## src/iop_pkg.sv

```systemverilog
// Constants shared by the port pin logic
package iop_pkg;
  localparam int IOP_WIDTH = 8;
  localparam logic [7:0] IOP_LATCH_RST = 8'hff;
  localparam logic [7:0] IOP_ADDR_RST = 8'h00;
  localparam int IOP_RXD_BIT = 0;
  localparam int IOP_TXD_BIT = 1;
  localparam int IOP_IRQ_FIRST = 4;
  // Edge polarity per interrupt input 2..5: 1 = rising
  localparam logic [3:0] IOP_IRQ_RISING = 4'h5;
  // Strong high driver pulse length
  localparam int IOP_CLK_MHZ = 100;
  localparam int IOP_KICK_NS = 20;
  localparam int IOP_KICK_CYC_I = (IOP_KICK_NS * IOP_CLK_MHZ) / 1000;
  localparam logic [3:0] IOP_KICK_CYC =
    (IOP_KICK_CYC_I < 1) ? 4'h1 : 4'(IOP_KICK_CYC_I);
endpackage : iop_pkg

```

## src/iop_qbit.sv

```systemverilog
// One quasi-bidirectional pin with its strong high kick
`timescale 1ns/10ps
module iop_qbit
  import iop_pkg::*;
(
  // Clock and reset
  input wire logic sys_clk_i,
  input wire logic rst_n_i,
  // Effective drive level
  input wire logic level_i,
  // Pin controls
  output logic pull_dn_o,
  output logic kick_hi_o
);
  typedef struct packed {
    logic prev;
    logic pd;
    logic kick;
    logic [3:0] cnt;
  } iop_qbit_type;
  iop_qbit_type s_r, s_nxt;

  always_comb
  begin
    s_nxt = s_r;
    s_nxt.prev = level_i;
    s_nxt.pd = ~level_i;
    if (level_i && !s_r.prev)
    begin
      s_nxt.kick = 1'b1;
      s_nxt.cnt = IOP_KICK_CYC;
    end
    else if (s_r.kick)
    begin
      s_nxt.cnt = s_r.cnt - 4'h1;
      if (s_r.cnt == 4'h1)
        s_nxt.kick = 1'b0;
    end
    if (!level_i)
      s_nxt.kick = 1'b0;
  end

  always_ff @(posedge sys_clk_i or negedge rst_n_i)
  begin
    if (!rst_n_i)
      s_r <= '{prev: 1'b1, pd: 1'b0, kick: 1'b0, cnt: 4'h0};
    else
      s_r <= s_nxt;
  end

  assign pull_dn_o = s_r.pd;
  assign kick_hi_o = s_r.kick;

  property p_kick_len;
    @(posedge sys_clk_i) disable iff (!rst_n_i)
      $rose(s_r.kick) |-> s_r.kick [*2] ##1 !s_r.kick;
  endproperty
  a_kick_len: assert property (p_kick_len)
    else $error("kick pulse length wrong");

  property p_pd_follow;
    @(posedge sys_clk_i) disable iff (!rst_n_i)
      !level_i |=> s_r.pd && !s_r.kick;
  endproperty
  a_pd_follow: assert property (p_pd_follow)
    else $error("pulldown not on after zero");
endmodule : iop_qbit

```

## src/iop_port_pins.sv

```systemverilog
// Pin logic: ext irqs, address-high pins, third general port
// Summary of operation
// - Port one bit 4 rising edge irq
// - Port one bit 5 falling edge irq
// - Port one bit 6 rising edge irq
// - Port one bit 7 falling edge irq
// - Address pins carry access address bits 15..8
// - Latch readable, writable, driven to pins only on indirect byte moves
// - Indirect byte moves use latch as high byte
// - Third port bidirectional with alternate functions
// - Reset sets third port latch all ones
// - One means input; pin read returns level
// - Zero enables strong pulldown until one written
// - Rising write gives brief strong high drive
// - Bit 0 serial receive, bit 1 transmit
`timescale 1ns/10ps
module iop_port_pins
  import iop_pkg::*;
(
  // Clock and reset
  input wire logic sys_clk_i,
  input wire logic rst_n_i,
  // Interrupt pins, first port bits 7..4
  input wire logic [3:0] ext_irq_pins_i,
  output logic [3:0] ext_irq_req_o,
  // External memory access from core
  input wire logic mem_acc_i,
  input wire logic ind8_acc_i,
  input wire logic [7:0] mem_addr_hi_i,
  output logic [7:0] addr_high_pins_o,
  // Address-high latch, core side
  input wire logic addr_high_we_i,
  input wire logic [7:0] addr_high_wdata_i,
  output logic [7:0] addr_high_latch_o,
  // Third port, core side
  input wire logic p3_we_i,
  input wire logic [7:0] p3_wdata_i,
  output logic [7:0] p3_latch_o,
  output logic [7:0] p3_pin_rd_o,
  // Alternate functions
  input wire logic [7:0] p3_alt_en_i,
  input wire logic [7:0] p3_alt_out_i,
  output logic serial0_rx_o,
  // Third port pins
  input wire logic [7:0] p3_pins_i,
  output logic [7:0] p3_pull_dn_o,
  output logic [7:0] p3_kick_hi_o
);
  typedef struct packed {
    logic [3:0] irq_s1;
    logic [3:0] irq_s2;
    logic [3:0] irq_prev;
    logic [3:0] irq_req;
    logic [7:0] ah_latch;
    logic [7:0] ah_pins;
    logic [7:0] p3_latch;
    logic [7:0] p3_s1;
    logic [7:0] p3_s2;
    logic [7:0] p3_level;
  } iop_port_type;

  iop_port_type s_r, s_nxt;
  // Reset release chain, kept apart as it uses the raw reset
  logic [1:0] rst_sync_r;
  logic rst_n;
  logic [7:0] pd_w;
  logic [7:0] kick_w;

  always_ff @(posedge sys_clk_i or negedge rst_n_i)
  begin
    if (!rst_n_i)
      rst_sync_r <= 2'h0;
    else
      rst_sync_r <= {rst_sync_r[0], 1'b1};
  end
  assign rst_n = rst_sync_r[1];

  always_comb
  begin
    s_nxt = s_r;
    s_nxt.irq_s1 = ext_irq_pins_i;
    s_nxt.irq_s2 = s_r.irq_s1;
    s_nxt.irq_prev = s_r.irq_s2;
    s_nxt.irq_req[0] = s_r.irq_s2[0] & ~s_r.irq_prev[0];
    s_nxt.irq_req[1] = ~s_r.irq_s2[1] & s_r.irq_prev[1];
    s_nxt.irq_req[2] = s_r.irq_s2[2] & ~s_r.irq_prev[2];
    s_nxt.irq_req[3] = ~s_r.irq_s2[3] & s_r.irq_prev[3];
    if (addr_high_we_i)
      s_nxt.ah_latch = addr_high_wdata_i;
    if (ind8_acc_i)
      s_nxt.ah_pins = s_r.ah_latch;
    else if (mem_acc_i)
      s_nxt.ah_pins = mem_addr_hi_i;
    if (p3_we_i)
      s_nxt.p3_latch = p3_wdata_i;
    s_nxt.p3_s1 = p3_pins_i;
    s_nxt.p3_s2 = s_r.p3_s1;
    s_nxt.p3_level = s_nxt.p3_latch &
      (~p3_alt_en_i | p3_alt_out_i);
  end

  always_ff @(posedge sys_clk_i or negedge rst_n)
  begin
    if (!rst_n)
    begin
      s_r.irq_s1 <= 4'hf;
      s_r.irq_s2 <= 4'hf;
      s_r.irq_prev <= 4'hf;
      s_r.irq_req <= 4'h0;
      s_r.ah_latch <= IOP_ADDR_RST;
      s_r.ah_pins <= IOP_ADDR_RST;
      s_r.p3_latch <= IOP_LATCH_RST;
      s_r.p3_s1 <= IOP_LATCH_RST;
      s_r.p3_s2 <= IOP_LATCH_RST;
      s_r.p3_level <= IOP_LATCH_RST;
    end
    else
    begin
      s_r.irq_s1 <= s_nxt.irq_s1;
      s_r.irq_s2 <= s_nxt.irq_s2;
      s_r.irq_prev <= s_nxt.irq_prev;
      s_r.irq_req <= s_nxt.irq_req;
      s_r.ah_latch <= s_nxt.ah_latch;
      s_r.ah_pins <= s_nxt.ah_pins;
      s_r.p3_latch <= s_nxt.p3_latch;
      s_r.p3_s1 <= s_nxt.p3_s1;
      s_r.p3_s2 <= s_nxt.p3_s2;
      s_r.p3_level <= s_nxt.p3_level;
    end
  end

  genvar g;
  generate
    for (g = 0; g < IOP_WIDTH; g++)
    begin : g_qbit
      iop_qbit u_qbit (
        .sys_clk_i(sys_clk_i),
        .rst_n_i(rst_n),
        .level_i(s_r.p3_level[g]),
        .pull_dn_o(pd_w[g]),
        .kick_hi_o(kick_w[g])
      );
    end
  endgenerate

  assign ext_irq_req_o = s_r.irq_req;
  assign addr_high_pins_o = s_r.ah_pins;
  assign addr_high_latch_o = s_r.ah_latch;
  assign p3_latch_o = s_r.p3_latch;
  assign p3_pin_rd_o = s_r.p3_s2;
  assign serial0_rx_o = s_r.p3_s2[IOP_RXD_BIT];
  assign p3_pull_dn_o = pd_w;
  assign p3_kick_hi_o = kick_w;

  property p_irq_rise;
    @(posedge sys_clk_i) disable iff (!rst_n)
      $rose(s_r.irq_s2[0]) |=> ext_irq_req_o[0] ##1 !ext_irq_req_o[0];
  endproperty
  a_irq_rise: assert property (p_irq_rise)
    else $error("irq input 2 rising edge missed");

  property p_irq_fall;
    @(posedge sys_clk_i) disable iff (!rst_n)
      $fell(s_r.irq_s2[1]) |=> ext_irq_req_o[1];
  endproperty
  a_irq_fall: assert property (p_irq_fall)
    else $error("irq input 3 falling edge missed");

  property p_irq4;
    @(posedge sys_clk_i) disable iff (!rst_n)
      ext_irq_req_o[2] |-> $past(s_r.irq_s2[2]) && !$past(s_r.irq_prev[2]);
  endproperty
  a_irq4: assert property (p_irq4)
    else $error("irq input 4 request without rising edge");

  property p_irq5;
    @(posedge sys_clk_i) disable iff (!rst_n)
      $fell(s_r.irq_s2[3]) |=> ext_irq_req_o[3];
  endproperty
  a_irq5: assert property (p_irq5)
    else $error("irq input 5 falling edge missed");

  property p_addr;
    @(posedge sys_clk_i) disable iff (!rst_n)
      mem_acc_i && !ind8_acc_i |=> addr_high_pins_o == $past(mem_addr_hi_i);
  endproperty
  a_addr: assert property (p_addr)
    else $error("address high pins wrong");

  property p_latch_hold;
    @(posedge sys_clk_i) disable iff (!rst_n)
      !mem_acc_i && !ind8_acc_i |=> $stable(addr_high_pins_o);
  endproperty
  a_latch_hold: assert property (p_latch_hold)
    else $error("latch leaked onto address pins");

  property p_ind8;
    @(posedge sys_clk_i) disable iff (!rst_n)
      ind8_acc_i |=> addr_high_pins_o == $past(addr_high_latch_o);
  endproperty
  a_ind8: assert property (p_ind8)
    else $error("indirect access high byte wrong");

  property p_pd;
    @(posedge sys_clk_i) disable iff (!rst_n)
      p3_we_i |=> ##1 ((p3_pull_dn_o | $past(p3_wdata_i, 2)) == 8'hff);
  endproperty
  a_pd: assert property (p_pd)
    else $error("pulldown not enabled after zero write");

  property p_rd_sync;
    @(posedge sys_clk_i) disable iff (!rst_n)
      $past(rst_n, 2) |-> p3_pin_rd_o == $past(p3_pins_i, 2);
  endproperty
  a_rd_sync: assert property (p_rd_sync)
    else $error("pin read does not follow pin level");

  property p_no_fight;
    @(posedge sys_clk_i) disable iff (!rst_n)
      (p3_pull_dn_o & p3_kick_hi_o) == 8'h00;
  endproperty
  a_no_fight: assert property (p_no_fight)
    else $error("pin driven high and low at once");
endmodule : iop_port_pins

```

## config.mk

```make
export PLATFORM = sky130hd
export DESIGN_NAME = iop_port_pins
export DESIGN_NICKNAME = d
export VERILOG_FILES = /design/src/iop_pkg.sv /design/src/iop_qbit.sv /design/src/iop_port_pins.sv
export SDC_FILE = /design/constraint.sdc
export NUM_CORES = 1
export LEC_CHECK = 0
export BUFFER_PORTS_ARGS = -buffer_cell sky130_fd_sc_hd__buf_2
export CORE_MARGIN = 8
export CORE_UTILIZATION = 54
export CTS_CLUSTER_SIZE = 14
export DETAILED_ROUTE_END_ITERATION = 8
export PLACE_DENSITY = 0.79
export SYNTH_ARGS = -nofsm -noshare
export SYNTH_HDL_FRONTEND = slang
export SYNTH_SLANG_ARGS = --single-unit
export TNS_END_PERCENT = 5
```

## constraint.sdc

```tcl
create_clock -name sys_clk_i -period 4.9 [get_ports sys_clk_i]
set_clock_uncertainty 0.2 [all_clocks]
set_input_delay 0.49 -clock sys_clk_i [delete_from_list [all_inputs] [get_ports sys_clk_i]]
set_output_delay 0.49 -clock sys_clk_i [all_outputs]
set_load 0.005 [all_outputs]
```

==> impl_metrics.toml, run 1 <==
[global_route]
grt_max_degree = 70
first_global_vias = 3390
grt_pass1_wl_mm = 16.0
grtUsageTotal_pct = 16.0
antenna_found_initial = 0
grt.overflow.total = 0

[floorplanning]
rows = 35
fp.dieW_um = 113
die_h_um = 113
start_util_pct = 55.3
boundaryPins = 111
coreArea_sq_mm = 0.00915
die_area_sq_mm = 0.0127

[sta]
finalSetupViolations = 0
final.period_utilization_pct = 37.8
slew_headroom_pct = 45.1
tns_ns = 0
holdWs_ns = 0.0222
worst_slew_pin_slew_ns = 0.823
slew_viol_final = 0
rsz0062_at_grt = "false"
hold_viol_final = 0
fmax_mhz = 540
period_minus_slack_ns = 1.85

[clocking]
insertion_delay_ns = 0.51
htree_levels = 4
cts_tree = "yes"
postCtsSetupBuffers = 0
clk_pin_slew_worst_paths_ns = 0.06
clock-sinks = 122
cts_root_buf = "clkbuf_8"
cts_buffers = 17
cts_max_path_buffers = 2

[hold_path]
min_to = "addr_high_latch_o[0]"
worstHoldPathType = "in -> reg"
min_path_cells = 2
min_from = "addr_high_wdata_i[0]"

[setup_path]
cp_cell_sequence = "buf_2"
cpPeakStageDelay_ns = 0.54
crit_type = "reg -> out"
path_max_fanout = 2
worst_ep_arrival_time_ns = 1.16
r2r-start = "rst_sync_r[1]"
path_buf_inv = 1
cp-start-kind = "flip-flop"
timing.rr.end = "g_qbit[3].u_qbit.pull_dn_o"
ff2ff_setup_slack_ns = 3.13
crit_family = "flip-flops"
cp_data_required_time_ns = 4.21
crit_path_end_kind = "output pin"
rr_worst_depth = 1
cp_slowest_cell = "dfstp_2"

[place]
numPortBuffers = 110
dp_hpwl_mm = 6.40
gp_routability_congestion = 0.774

[status]
outcome = "finished clean"

[drt]
dr.pass1.iters = 4
drc = 0
vias = 3020
routedWlPerCell_um = 15.1
drtAntennaViolNets = 0
wl_mm = 9.48
vias_per_cell = 4.79
drtIter0Drc = 112

[logic_synthesis]
synth_ff_type = "dfrtp_1"
yosysWarnings = 0
yosysTopAreaCell = "dfrtp_1"
syn-instance-count = 399
netlist_top_cells_area = "dfrtp_1 35%, dfstp_2 27%, buf_4 7.9%"
async_flop_share_pct = 100
syn_area_sq_mm = 0.00506
syn_nets = 473
yosysMostFrequentCell = "dfrtp_1"
syn_area_per_cell_sq_um = 12.7
netlist_top_cells_count = "70 x dfrtp_1, 53 x buf_4, 52 x dfstp_2"
synth_edf_count = 0
synth.top_cell.area_share_pct = 34.6
ys_seq_area_share_pct = 61.6
synth_cell_type_count = 20
ys_ff_latch = 122

[pwr]
vdd_drop_max_uv = 280
p_leak_nw = 2.99
power.density_mw_per_mm2 = 519

[finish]
antenna_cells = 0
syn2layout_area_growth_pct = 24.7
fin_nets = 580
nFillCells = 613
drive_above_1_share_pct = 42.2

[flow_run]
drv_cap = 0
[report_power, final]
part | total [W] | leakage (nW) | switching, W | internal (W)
clock | 0.00130 | 0.299 | 0.000442 | 0.000859
sequential | 0.00146 | 1.40 | 0.000236 | 0.00123
combinational | 0.000512 | 1.29 | 0.000241 | 0.000271
[per-stage QoR]
step | worst slack (ns) | power (W) | cells | instance area (sq um) | utilization, %
floorplan | 1.14 | 0.00183 | 399 | 5060 | -
global placement | 3.08 | 0.00191 | 565 | 5350 | 58.4
detailed placement | 3.04 | 0.00196 | 565 | 5350 | 58.4
CTS | 3.01 | 0.00331 | 630 | 6310 | 69.0
global route | 2.85 | 0.00346 | 630 | 6310 | 69.0
finish | 3.05 | 0.00328 | 630 | 6310 | 69.0
[worst max path at each step]
stage / slack [ns] / endpoint / cells past startpoint / from
after floorplan: 1.14 / addr_high_latch_o[0] / 0 / rst_sync_r[1]
after global placement: 3.08 / g_qbit[7].u_qbit.s_r[1] / 1 / rst_sync_r[1]
after detailed placement: 3.04 / g_qbit[7].u_qbit.s_r[0] / 1 / rst_sync_r[1]
after CTS: 3.01 / p3_kick_hi_o[6] / 1 / g_qbit[6].u_qbit.kick_hi_o
after global routing: 2.85 / g_qbit[3].u_qbit.pull_dn_o / 1 / rst_sync_r[1]
final: 3.05 / p3_latch_o[2] / 1 / p3_latch_o[2]
[cell type report]
type	count	area, sq um	area share, %
Clock inverter	12	186	2.95
Timing Repair Buffer	144	888	14.1
Sequential cell	122	3120	49.5
Multi-Input combinational cell	181	1380	21.9
Inverter	40	150	2.38
Tap cell	111	139	2.20
Clock buffer	20	445	7.06
[kinds of logic (layout without fill, tap and decap cells)]
kind of cell	Yosys count	after routing	share of synthesized area, %
AND/OR/NAND/NOR	68	68	8.41
buffers and inverters	96	216	11.1
AO/OA/AOI/OAI	48	48	5.54
other	1	1	0.0741
XOR/XNOR	24	24	4.15
adder cells (fa/ha/maj)	16	16	3.96
flip-flops	122	122	61.6
multiplexers	24	24	5.14
[layer usage]
layer / GRT usage (%) / part of all wire [%]
met5: 0 / 0
met2: 26.5 / 49
met3: 6.02 / 6.8
met1: 18.2 / 43
met4: 6.92 / 1.1
[what timing repair did]
| action | in CTS | in global routing |
|---|---|---|
| gates resized for setup | 0 | 0 |
| endpoints found under the hold margin | 26 | 0 |
| hold buffers | 33 | 0 |
[placed cells by master, fill, tap and decap left out]
cell / Yosys / final
a21boi_0: 8 / 8
a21oi_1: 8 / 8
buf_2: 2 / 110
buf_4: 53 / 1
bufinv_16: 0 / 4
clkbuf_1: 1 / 1
clkbuf_16: 0 / 16
clkbuf_8: 0 / 3
clkinv_4: 0 / 2
clkinvlp_4: 0 / 3
conb_1: 1 / 1
dfrtp_1: 70 / 69
dfrtp_4: 0 / 1
dfstp_2: 52 / 52
dlygate4sd3_1: 0 / 33
ha_1: 16 / 16
inv_1: 40 / 40
inv_6: 0 / 3
mux2_2: 16 / 16
mux2i_1: 8 / 8
nand2_1: 24 / 24
nor2_1: 32 / 32
nor2b_1: 4 / 4
nor4b_4: 8 / 8
o21ai_0: 24 / 24
o31ai_1: 8 / 8
xnor2_1: 16 / 16
xor2_1: 8 / 8
[sequential cells by signal (all words and copies together), names as in the netlist]
| register | cells |
|---|---|
| addr_high_latch_o | 8 |
| addr_high_pins_o | 8 |
| ext_irq_req_o | 4 |
| g_qbit.u_qbit.kick_hi_o | 8 |
| g_qbit.u_qbit.pull_dn_o | 8 |
| g_qbit.u_qbit.s_r | 40 |
| p3_latch_o | 8 |
| p3_pin_rd_o | 8 |
| rst_sync_r | 2 |
| s_nxt | 16 |
| s_r | 12 |
Power figures use the tool's default switching activity.
==> run 2: changes to the inputs <==
clock period = 1.8 ns   (was 4.9 ns; I/O delays follow)
==> run 2 against run 1 <==
  * Clock power grew 140%
  * Die area stayed put
  * Via count up 7.6%
  * Sequential power rose to 2.7 times the previous value
  * Flip-flop and latch count did not move
  * Combinational power rose to 3.0 times the previous value
  * Global-route usage up 2.0 points
  * Non-clock buffer count rose by 47
  * Cell count increased by 7.5%
  * Critical path depth grew 2
  * Total power rose to 2.6 times the previous value
  * Worst setup slack got worse by 3.0 ns
  * Critical endpoint is now s_r[1]
==> impl_metrics.toml, run 2 (synthesized netlist as in run 1, its figures left out) <==
[floorplanning]
coreArea_sq_mm = 0.00915
die_h_um = 113
fp.dieW_um = 113
start_util_pct = 55.3
die_area_sq_mm = 0.0127
rows = 35
boundaryPins = 111

[finish]
multi_input_area_sq_mm = 0.00138
utilization_pct = 73.5
antenna_cells = 0
largest-register = "g_qbit.u_qbit.s_r"
seqCellArea_sq_mm = 0.00312
final_cells = 677
fin_nets = 627
final_cell_mix = "110 x buf_2, 79 x dlygate4sd3_1, 69 x dfrtp_1"
largest_reg_flops = 40
syn2layout_area_growth_pct = 33.0
nFillCells = 546
mostFrequentLayoutCell = "buf_2"
drive_above_1_share_pct = 39.0

[setup_path]
timing.rr.end = "s_r[1]"
cpPeakStageDelay_ns = 0.58
r2r-start = "p3_latch_o[1]"
cp_slowest_cell = "dlygate4sd3_1"
rr_worst_depth = 3
worst_ep_arrival_time_ns = 1.97
crit_type = "reg -> reg"
cp_cell_sequence = "mux2_2 > a21boi_1 > dlygate4sd3_1"
crit_path_end_kind = "flip-flop"
path_max_fanout = 2
cp_data_required_time_ns = 2.05
cp-startpoint = "p3_latch_o[1]"
cp-start-kind = "flip-flop"
ff2ff_setup_slack_ns = 0.08

[global_route]
grtUsageTotal_pct = 17.9
first_global_vias = 3757
grt.overflow.total = 0
grt_pass1_wl_mm = 18.0
antenna_found_initial = 0
grt_max_degree = 70

[clocking]
cts_max_path_buffers = 2
cts_buffers = 17
clk_pin_slew_worst_paths_ns = 0.06
cts_root_buf = "clkbuf_8"
postCtsSetupBuffers = 0
clock-sinks = 122
cts_tree = "yes"
htree_levels = 4
insertion_delay_ns = 0.51

[flow_run]
drv_cap = 0

[hold_path]
min_from = "p3_pins_i[5]"
min_to = "s_nxt[13]"
min_path_cells = 2
worstHoldPathType = "in -> reg"

[sta]
fmax_mhz = 581
tns_ns = 0
rsz0062_at_grt = "false"
final.period_utilization_pct = 95.5
finalSetupViolations = 0
slew_viol_final = 0
hold_viol_final = 0
period_minus_slack_ns = 1.72

[place]
numPortBuffers = 110
dp_hpwl_mm = 6.20
place_inst = 566
gp_routability_congestion = 0.816

[status]
outcome = "finished clean"

[drt]
drc = 0
drtIter0Drc = 137
vias = 3251
drtAntennaViolNets = 0
vias_per_cell = 4.80
dr.pass1.iters = 4
wl_mm = 10.4
routedWlPerCell_um = 15.4

[pwr]
power.density_mw_per_mm2 = 1280
vdd_drop_max_uv = 667
p_leak_nw = 3.15
p_total_w = 0.00862
-- run 2: worst max-delay path by stage --
stage	to	slack (ns)	cells after the start
6_report	s_r[1]	0.08	3
5_1_grt	s_r[5]	0.03	3
4_1_cts	s_r[2]	0.12	3
3_5_place_dp	g_qbit[1].u_qbit.kick_hi_o	0.42	5
3_3_place_gp	g_qbit[1].u_qbit.kick_hi_o	0.49	5
2_1_floorplan	addr_high_latch_o[0]	0.32	0
-- run 2: cell type report --
class,count,area share (%)
timing repair buffer,191,20.5
inverter,40,2.23
tap,111,2.06
clock inverter,15,2.12
clock buffer,17,6.15
multi-input combinational,181,20.5
sequential,122,46.4
-- run 2: worst max-delay path: cells and delay by family (launching register included) --
kind	cells	cell delay, ns
AOI/OAI and AO/OA	1	0.19
DFF	1	0.53
muxes	1	0.16
buffers and inverters	1	0.58
-- run 2: timing repair --
item | CTS | global route
endpoints found under the setup margin | 0 | 2
endpoints found under the hold margin | 46 | 0
gates resized for setup | 0 | 2
hold buffers | 79 | 0
-- run 2: where the power goes --
group	total, W	leakage, nW	switching [W]	internal [W]
logic	0.00155	1.50	0.000705	0.000845
clock network	0.00313	0.252	0.00128	0.00185
registers	0.00395	1.40	0.000606	0.00334
total	0.00862	3.15	0.00259	0.00604
-- run 2: metrics by stage --
step                      hold WS [ns]  setup WS [ns]  instance area, sq um
after floorplan                 -0.316          0.324                  5060
after global placement          -0.233          0.491                  5380
after detailed placement        -0.231          0.419                  5380
after CTS                       0.0787          0.125                  6730
after global routing            0.0862         0.0342                  6730
final                            0.111         0.0802                  6730
-- run 2: routing by layer --
metal  wire, um  up-vias  track usage (%)
li1           -     1539                -
met1       4080     1582             19.1
met2       5340      105             30.6
met3        745       25             6.66
met4        225        0             9.08
met5          0        -                0
